**src/rtl/cwlc_pkg.sv**
```systemverilog
// Package for the configuration write-lock and checksum register bank.
// Assumes a byte-oriented register access front end decoded from serial command bytes.
package cwlc_pkg;
    // ==========================================
    // Register addresses
    localparam logic [3:0] ADDR_RSV_C = 4'hC;
    localparam logic [3:0] ADDR_PASSWORD = 4'hD;
    localparam logic [3:0] ADDR_RSV_E = 4'hE;
    localparam logic [3:0] ADDR_CHECKSUM = 4'hF;
    // ==========================================
    // Reset and key values
    localparam logic [7:0] RSV_C_RESET = 8'h50;
    localparam logic [7:0] UNLOCK_KEY = 8'hA5;
    localparam logic [15:0] RSV_E_RESET = 16'h000F;
    localparam logic [15:0] CHECKSUM_RESET = 16'h0000;
    localparam logic [1:0] DEV_ADDR_DEFAULT = 2'h1;
    localparam logic [15:0] CRC_POLY = 16'h8005;
    localparam logic [15:0] CRC_SEED = 16'h0000;
    // Command byte field positions
    localparam int CMD_ADDR_MSB = 7;
    localparam int CMD_ADDR_LSB = 6;
    // ==========================================
    // Register access request
    typedef struct packed {
        logic [7:0] cmd;
        logic [3:0] addr;
        logic wr;
        logic rd;
        logic [15:0] wdata;
    } cwlc_req_t;
endpackage

```
**src/rtl/cwlc_bank.sv**
```systemverilog
// Register bank for the password lock, reserved registers and config checksum.
// Assumes the serial front end presents one decoded access per cycle on i_req.
// Assumes the master clock run level is already synchronous to i_clk.
// Assumes i_cfg_lo stands in for the lower configuration map in the checksum.
// Operation
// - Reserved byte at 0xC resets to 0x50; host keeps writing 0x50.
// - With password 0xA5 all map locations except the checksum at 0xF accept writes.
// - With password 0xA5 no checksum runs and checksum reads 0x0000.
// - Locked: only the password register accepts writes.
// - Locked: checksum recomputes each cycle the master clock enable runs.
// - Read-only 16-bit CRC-16 at 0xF, resets to zero, writes ignored.
// - Password register at 0xD resets to 0xA5, map unlocked.
// - Reserved word at 0xE holds variant value 0x000C, 0x000D or 0x000F.
// - Commands act only when command bits 7:6 match device address.
// - Checksum error flag goes low on mismatch and stays low until unlock, high otherwise.
`timescale 1ns/1ns
`default_nettype none
module cwlc_bank #(
    parameter logic [15:0] P_RSV_E_RESET = cwlc_pkg::RSV_E_RESET,
    parameter logic [1:0] P_DEV_ADDR = cwlc_pkg::DEV_ADDR_DEFAULT
) (
    input wire logic i_clk,
    input wire logic i_rst_n,
    input wire logic i_digital_master_clock_run,
    input wire cwlc_pkg::cwlc_req_t i_req,
    input wire logic [7:0] i_cfg_lo,
    output logic [15:0] o_rdata,
    output logic o_rvalid,
    output logic o_locked,
    output logic [15:0] o_config_checksum,
    output logic o_checksum_error_flag
);
    // ==========================================
    // Storage
    logic [7:0] rsv_c_q;
    logic [7:0] pass_q;
    logic [15:0] rsv_e_q;
    logic [15:0] crc_q;
    logic [15:0] ref_q;
    logic ref_valid_q;
    logic err_n_q;
    logic [15:0] rdata_q;
    logic rvalid_q;
    logic locked_d;
    logic locked_q;
    logic hit;
    logic wr_ok;
    logic [15:0] crc_d;

    // One CRC-16 step over a byte, MSB first
    function automatic logic [15:0] crc_byte(input logic [15:0] c, input logic [7:0] b);
        logic [15:0] r;
        r = c;
        for (int k = 7; k >= 0; k--) begin
            if (r[15] ^ b[k]) begin
                r = {r[14:0], 1'b0} ^ cwlc_pkg::CRC_POLY;
            end else begin
                r = {r[14:0], 1'b0};
            end
        end
        return r;
    endfunction

    // Address match and write permission
    assign hit = (i_req.cmd[cwlc_pkg::CMD_ADDR_MSB:cwlc_pkg::CMD_ADDR_LSB] == P_DEV_ADDR);
    assign locked_d = (pass_q != cwlc_pkg::UNLOCK_KEY);
    assign wr_ok = hit && i_req.wr && (!locked_d || i_req.addr == cwlc_pkg::ADDR_PASSWORD);

    // Checksum over the configuration settings
    always_comb begin
        crc_d = cwlc_pkg::CRC_SEED;
        crc_d = crc_byte(crc_d, i_cfg_lo);
        crc_d = crc_byte(crc_d, rsv_c_q);
        crc_d = crc_byte(crc_d, pass_q);
        crc_d = crc_byte(crc_d, rsv_e_q[15:8]);
        crc_d = crc_byte(crc_d, rsv_e_q[7:0]);
    end

    // Password register and its registered lock state
    always_ff @(posedge i_clk) begin
        if (!i_rst_n) begin
            pass_q <= cwlc_pkg::UNLOCK_KEY;
            locked_q <= 1'b0;
        end else if (wr_ok && i_req.addr == cwlc_pkg::ADDR_PASSWORD) begin
            pass_q <= i_req.wdata[7:0];
            locked_q <= (i_req.wdata[7:0] != cwlc_pkg::UNLOCK_KEY);
        end
    end

    // Reserved registers
    always_ff @(posedge i_clk) begin
        if (!i_rst_n) begin
            rsv_c_q <= cwlc_pkg::RSV_C_RESET;
            rsv_e_q <= P_RSV_E_RESET;
        end else if (wr_ok) begin
            if (i_req.addr == cwlc_pkg::ADDR_RSV_C) begin
                rsv_c_q <= i_req.wdata[7:0];
            end
            if (i_req.addr == cwlc_pkg::ADDR_RSV_E) begin
                rsv_e_q <= i_req.wdata;
            end
        end
    end

    // Running checksum, held at zero while unlocked
    always_ff @(posedge i_clk) begin
        if (!i_rst_n) begin
            crc_q <= cwlc_pkg::CHECKSUM_RESET;
        end else if (!locked_d) begin
            crc_q <= cwlc_pkg::CHECKSUM_RESET;
        end else if (i_digital_master_clock_run) begin
            crc_q <= crc_d;
        end
    end

    // Reference capture and mismatch flag; error is sticky until unlock
    always_ff @(posedge i_clk) begin
        if (!i_rst_n) begin
            ref_q <= cwlc_pkg::CHECKSUM_RESET;
            ref_valid_q <= 1'b0;
            err_n_q <= 1'b1;
        end else if (!locked_d) begin
            ref_valid_q <= 1'b0;
            err_n_q <= 1'b1;
        end else if (i_digital_master_clock_run) begin
            if (!ref_valid_q) begin
                ref_q <= crc_d;
                ref_valid_q <= 1'b1;
            end else if (crc_d != ref_q) begin
                err_n_q <= 1'b0;
            end
        end
    end

    // Read port
    always_ff @(posedge i_clk) begin
        if (!i_rst_n) begin
            rdata_q <= 16'h0000;
            rvalid_q <= 1'b0;
        end else begin
            rvalid_q <= hit && i_req.rd;
            case (i_req.addr)
                cwlc_pkg::ADDR_RSV_C: rdata_q <= {8'h00, rsv_c_q};
                cwlc_pkg::ADDR_PASSWORD: rdata_q <= {8'h00, pass_q};
                cwlc_pkg::ADDR_RSV_E: rdata_q <= rsv_e_q;
                cwlc_pkg::ADDR_CHECKSUM: rdata_q <= crc_q;
                default: rdata_q <= 16'h0000;
            endcase
        end
    end

    // Outputs, each taken from a register
    assign o_rdata = rdata_q;
    assign o_rvalid = rvalid_q;
    assign o_locked = locked_q;
    assign o_config_checksum = crc_q;
    assign o_checksum_error_flag = err_n_q;
endmodule
`default_nettype wire

```
**config.mk**
```make
export PLATFORM = sky130hd
export DESIGN_NAME = cwlc_bank
export DESIGN_NICKNAME = d
export VERILOG_FILES = /design/src/rtl/cwlc_pkg.sv /design/src/rtl/cwlc_bank.sv
export SDC_FILE = /design/constraint.sdc
export NUM_CORES = 1
export LEC_CHECK = 0
export BUFFER_PORTS_ARGS = -buffer_cell sky130_fd_sc_hd__buf_2
export CORE_MARGIN = 1.5
export CORE_UTILIZATION = 56
export CTS_CLUSTER_DIAMETER = 120
export DETAILED_ROUTE_END_ITERATION = 6
export GPL_TIMING_DRIVEN = 0
export PLACE_DENSITY_LB_ADDON = 0.15
export SYNTH_ARGS = -nofsm -noshare
export SYNTH_HDL_FRONTEND = slang
export SYNTH_SLANG_ARGS = --single-unit
```
**constraint.sdc**
```tcl
create_clock -name i_clk -period 3.56 [get_ports i_clk]
set_clock_uncertainty 0.1 [all_clocks]
set_input_delay 0.356 -clock i_clk [delete_from_list [all_inputs] [get_ports i_clk]]
set_output_delay 0.356 -clock i_clk [all_outputs]
set_load 0.005 [all_outputs]
```
# --- After elaboration in Yosys (flattened, before gate mapping) ---
# Index checks and enable logic that the tools add are counted.
word_totals:
  ff_bits: 84
  inputBits: 41
  out_inout_bits: 35
  elab_cells: 149
op_classes:
  eq_ne: 8
  muxes: 41
  bitwise_logic: 79
  reduce_logical: 11
ops:
  columns: ["operator", "n"]
  rows:
  - ["16-bit 2-to-1 mux", 40]
  - ["3-bit inverter", 39]
  - ["16-bit case mux with 4 select lines", 1]
  - ["1-bit bitwise XOR", 39]
  - ["4-bit == test, second input constant", 4]
  - ["16-bit inequality test", 1]
  - ["8-bit inequality test, second input constant", 2]
  - ["2-bit AND reduction", 3]
  - ["3-bit AND reduction", 2]
  - ["1-bit logical AND", 4]
  - ["2-bit by 1-bit == test with 1-bit output, second input constant", 1]
  - ["1-bit logical NOT", 1]
  - ["1-bit logical OR", 1]
  - ["1-bit inverter", 1]

# --- Logic depth before layout (Yosys ltp) ---
logic_depth:
  ltp_word: 81
  depth_mapped: 9
  mapped_depth_nobuf: 8

# --- Worst setup path before layout ---
# Ideal clock, no wire load.
synth_path:
  path_type: "in2reg"
  startpoint: "input i_cfg_lo[6]"
  endpoint: "register err_n_q, in the netlist o_checksum_error_flag"
  setup_time_ps: 128
  arrival_time_ps: 2890
  required_ps: 3332
  path_slack_ps: 442
  stages: 8
  n_path_buf: 0
  cell_sequence: "xnor3_1 > xnor3_2 > xnor3_1 > xnor3_2 > xnor2_2 > mux2_1 > a311oi_1 > o31ai_1"
synth_via:
  elab_chain_cells: 80
  elab_cells_between_ends: 117
  classes_between: "eq/ne: 1; mux: 39; bitwise: 76; reduce/logical: 1"
synth_rtl:
  columns: ["item", "line", "rtl"]
  rows:
  - ["start: declaration", "cwlc_bank.sv:26", "input wire logic [7:0] i_cfg_lo,"]
  - ["1-bit bitwise XOR (*)", "cwlc_bank.sv:55", "if (r[15] ^ b[k]) begin"]
  - ["16-bit 2-to-1 mux (*)", "cwlc_bank.sv:55", null]
  - ["1-bit bitwise XOR", "cwlc_bank.sv:55", null]
  - ["16-bit 2-to-1 mux (*)", "cwlc_bank.sv:55", null]
  - ["1-bit bitwise XOR", "cwlc_bank.sv:55", null]
  - ["16-bit 2-to-1 mux (*)", "cwlc_bank.sv:55", null]
  - ["1-bit bitwise XOR", "cwlc_bank.sv:55", null]
  - ["16-bit 2-to-1 mux (*)", "cwlc_bank.sv:55", null]
  - ["[64 not listed]", null, null]
  - ["1-bit bitwise XOR", "cwlc_bank.sv:55", null]
  - ["16-bit 2-to-1 mux (*)", "cwlc_bank.sv:55", null]
  - ["1-bit bitwise XOR", "cwlc_bank.sv:55", null]
  - ["16-bit 2-to-1 mux (*)", "cwlc_bank.sv:55", null]
  - ["1-bit bitwise XOR", "cwlc_bank.sv:55", null]
  - ["16-bit 2-to-1 mux (*)", "cwlc_bank.sv:55", null]
  - ["16-bit inequality test (*)", "cwlc_bank.sv:129", "end else if (crc_d != ref_q) begin"]
  - ["3-bit AND reduction (no source line) (*)", null, null]
  - ["end signal: assignment", "cwlc_bank.sv:121", "err_n_q <= 1'b1;"]
  - ["end signal: assignment", "cwlc_bank.sv:124", "err_n_q <= 1'b1;"]
  - ["end signal: assignment", "cwlc_bank.sv:130", "err_n_q <= 1'b0;"]
  - ["end: declaration", "cwlc_bank.sv:41", "logic err_n_q;"]
# Every way passes the cells marked *; elsewhere a longest branch is shown, timed or not.
# A chain may end at the register's enable or synchronous reset.

# --- Worst setup path in the final report ---
layout_path:
  startpoint: "register pass_q[1]"
  endpoint: "register err_n_q, in the netlist o_checksum_error_flag"
layout_via:
  elab_chain_cells: 38
  elab_cells_between_ends: 56
  classes_between: "eq/ne: 2; mux: 18; bitwise: 34; reduce/logical: 2"
layout_rtl:
  columns: ["item", "line", "rtl"]
  rows:
  - ["start: declaration", "cwlc_bank.sv:36", "logic [7:0] pass_q;"]
  - ["start signal: assignment", "cwlc_bank.sv:82", "pass_q <= cwlc_pkg::UNLOCK_KEY;"]
  - ["start signal: assignment", "cwlc_bank.sv:85", "pass_q <= i_req.wdata[7:0];"]
  - ["1-bit bitwise XOR", "cwlc_bank.sv:55", null]
  - ["16-bit 2-to-1 mux", "cwlc_bank.sv:55", null]
  - ["1-bit bitwise XOR", "cwlc_bank.sv:55", null]
  - ["16-bit 2-to-1 mux", "cwlc_bank.sv:55", null]
  - ["1-bit bitwise XOR", "cwlc_bank.sv:55", null]
  - ["16-bit 2-to-1 mux", "cwlc_bank.sv:55", null]
  - ["1-bit bitwise XOR", "cwlc_bank.sv:55", null]
  - ["16-bit 2-to-1 mux", "cwlc_bank.sv:55", null]
  - ["[22 not listed]", null, null]
  - ["1-bit bitwise XOR", "cwlc_bank.sv:55", null]
  - ["16-bit 2-to-1 mux", "cwlc_bank.sv:55", null]
  - ["1-bit bitwise XOR", "cwlc_bank.sv:55", null]
  - ["16-bit 2-to-1 mux", "cwlc_bank.sv:55", null]
  - ["1-bit bitwise XOR", "cwlc_bank.sv:55", null]
  - ["16-bit 2-to-1 mux", "cwlc_bank.sv:55", null]
  - ["16-bit inequality test", "cwlc_bank.sv:129", null]
  - ["3-bit AND reduction (no source line)", null, null]
# Several ways; a longest one is shown, not always the timed one.

==> results.md <==
- Status: complete, no violations
- Hpwl dp: 7.97 mm
- Comb power frac: 0.209
- Gp weighted congestion: 0.890
- Clock share of power: 0.351
- Worst-path clk slew: 0.09 ns
- Share of cells above drive strength 1: 0.192
- Fillers: 621
- Final core occ: 0.675
- Req. time, crit path: 3.70 ns
- DRT iter0 DRCs: 255
- Via count: 3354
- CTS H-tree depth: 3
- Slowest stage cell, crit path: xnor3_2
- Post-route setup TNS: 0 ns
- Initial antenna violation count: 0
- Cell mode on critical path: xnor2_1
- Post-CTS Resized: 0
- Post-synthesis instance total: 412
- Final Hold Viols: 0
- Final ANT Viol Nets: 0
- Crit-path cells: xnor3_1, xnor2_1, xnor2_1, xnor3_2, xnor2_2, mux2_1, a311oi_1, o31ai_1
- Number of nets in the layout: 532
- Total iterations of the first detailed-routing run: 4
- Starting Density: 0.580
- I/O pin count: 76
- CP max stage delay: 0.56 ns
- HP Class: input pin to flop
- VDD IR max: 0.000331 V
- Post-synthesis register bit count: 84
- Clock buffer depth: 2
- Pwr dens: 445 nW/um^2
- Crit path DAT: 3.52 ns
- Max Freq: 296 MHz
- Sw Pwr: 0.000583 W
- Clk root buf: clkbuf_8
- Sw Ratio: 0.268
- DRT Wirelength: 10.6 mm
- Die H: 89.6 um
- Synth Cell Area: 4200 sq um
- CP bufs+invs: 0
- RSZ-0062 raised after global routing: no
- Syn Area/Cell: 10.2 sq um
- # Max-Cap Violations: 0
- ANT cells: 0
- Drt wl/cell: 17.7 um
- Tightest Pin Transition: 1.36 ns
- Worst slew margin: 0.0868
- Min cycle time layout: 3.38 ns
- Internal: 0.00160 W
- Placeable Area: 7250 sq um
- Static Leak: 2.02 nW
- YS warnings: 0
- Hold depth: 2
- Post-CTS Setup Bufs: 0
- Routed vias/inst: 5.64
- Maximum number of pins on one net before global-route repair: 15
- Gr ovfl total: 0
- Syn Nets: 453
- Skew-Pair Late Insertion Delay: 0.36 ns
- Crit path depth: 8
- FF-to-FF path depth: 8
- Total clock sinks: 84
- Worst path top cell family by delay: XOR/XNOR gates
- Yosys top cell area share: 0.400
- Startpoint types: flop
- DIE AREA: 8040 sq um
- Number of global-route vias before repair: 3073
- Top cells by area, synth: dfxtp_1, xnor2_1, mux2i_1, a22oi_1, xnor3_1
- First-pass GRT wire length: 16.4 mm
- Hold_buf cts: 0
- Total track usage: 0.280
- Pre-CTS WS: 0.0273 ns
- DRC viols: 0
- Post-synth cell types: 38
- Register area share after synthesis: 0.400
- Placed Cells: 579
- DIE WIDTH: 89.6 um
- Setup CP Type: flop to flop
- Fin crit share: 0.948
- CP Capture Type: flop
- Fraction of power consumed by sequential logic: 0.440
- Worst setup margin: 0.184 ns
- Site Rows: 31
- Cell Count, Final, Fillers Out: 595
- Final setup fails: 0
- Slew Viols, Final: 0
- Area growth syn-to-layout: 16.4%
- Critical Path Fanout Max: 5
- Cts bufs inserted: 9
- IO Port Bufs: 68
- CTS tree: done
- Area leader, netlist: dfxtp_1
==> routing by layer <==
metal  track usage  share of wire  vias to the layer above
met4        0.0713          0.013                        0
li1              -              -                     1595
met5             0              0                        -
met2         0.449           0.48                      115
met1         0.387           0.45                     1632
met3        0.0612          0.062                       12
==> cell families (layout without fill, tap and decap cells) <==
logic type	after synthesis	count (layout)	synth area share
xor gates and xnor gates	86	86	0.237
AOI/OAI and AO/OA	67	67	0.121
buffers and inverters	21	105	0.0187
DFF	84	84	0.400
muxes	34	34	0.0813
and+or+nand+nor	120	120	0.142
==> flip-flops by register name, summed over array words and instances (netlist names) <==
register and count:
o_config_checksum 16, o_rdata 16, ref_q 16, rsv_e_q 16, pass_q 8, rsv_c_q 8, o_checksum_error_flag 1, o_locked 1
o_rvalid 1, ref_valid_q 1
==> synthesized netlist by cell type, drive strengths merged <==
| cell | n |
|---|---|
| and3 | 2 |
| or4 | 2 |
| nand2 | 38 |
| xor3 | 1 |
| o21ai | 2 |
| nor4bb | 4 |
| xnor3 | 12 |
| inv | 2 |
| nand4 | 1 |
| dfxtp | 84 |
| nor2 | 30 |
| nand3 | 11 |
| a311oi | 1 |
| and2 | 1 |
| mux2i | 33 |
| clkbuf | 18 |
| xor2 | 16 |
| a22oi | 24 |
| a21boi | 4 |
| mux2 | 1 |
| o31ai | 1 |
| nor3b | 1 |
| a211oi | 12 |
| and3b | 1 |
| xnor2 | 57 |
| a21oi | 9 |
| nor4 | 1 |
| o311ai | 1 |
| nor3 | 4 |
| nor2b | 24 |
| buf | 1 |
| o211a | 13 |
==> layout make-up <==
type	instances	area, sq um	share of cell area
well taps	99	124	0.0253
inverters	2	7.51	0.00153
multi-input cells	307	2440	0.499
plain buffers	19	71.3	0.0146
clock inverters	5	85.1	0.0174
flip-flops and latches	84	1680	0.344
repair buffers	68	340	0.0695
clock buffers	11	141	0.0289
==> final timing paths <==
path | startpoint | end | slack, ns
max reg2reg | pass_q[1] | o_checksum_error_flag | 0.18
max | pass_q[1] | o_checksum_error_flag | 0.18
min | i_req[16] | o_rvalid | 0.11
min reg2reg | o_config_checksum[10] | o_config_checksum[10] | 0.41
==> per-stage QoR <==
step	cell area, sq um	total power, W	hold slack (ns)
2_1_floorplan	4200	0.00133	0.355
3_3_place_gp	4670	0.00142	0.376
3_5_place_dp	4670	0.00143	0.393
4_1_cts	4890	0.00218	0.112
5_1_grt	4890	0.00226	0.109
6_report	4890	0.00218	0.113
==> power groups by stage <==
| stage | registers [W] | clock network, W | logic [W] |
|---|---|---|---|
| after floorplan | 0.000979 | 0 | 0.000352 |
| final | 0.000959 | 0.000766 | 0.000456 |
| after detailed placement | 0.000981 | 0 | 0.000450 |
| after global placement | 0.000980 | 0 | 0.000444 |
| after global routing | 0.000960 | 0.000808 | 0.000496 |
| after CTS | 0.000959 | 0.000768 | 0.000456 |
==> cells in the final DEF (no fill, tap or decap), types with 2 or more instances in the layout <==
cell type,instances
clkbuf_1,19
a211oi_1,12
dfxtp_1,84
nor3_1,4
mux2i_1,33
o21ai_0,2
o211a_1,13
nor4bb_1,4
a21oi_1,9
xnor3_2,4
xnor2_2,2
buf_2,68
clkbuf_8,10
nand3_1,11
bufinv_16,2
nand2_1,37
xor2_1,15
inv_1,2
nor2b_1,24
clkinv_4,2
nor2_1,30
xnor3_1,7
xnor2_1,54
and3_1,2
a21boi_0,4
or4_1,2
a22oi_1,24
Power figures use the tool's default switching activity.
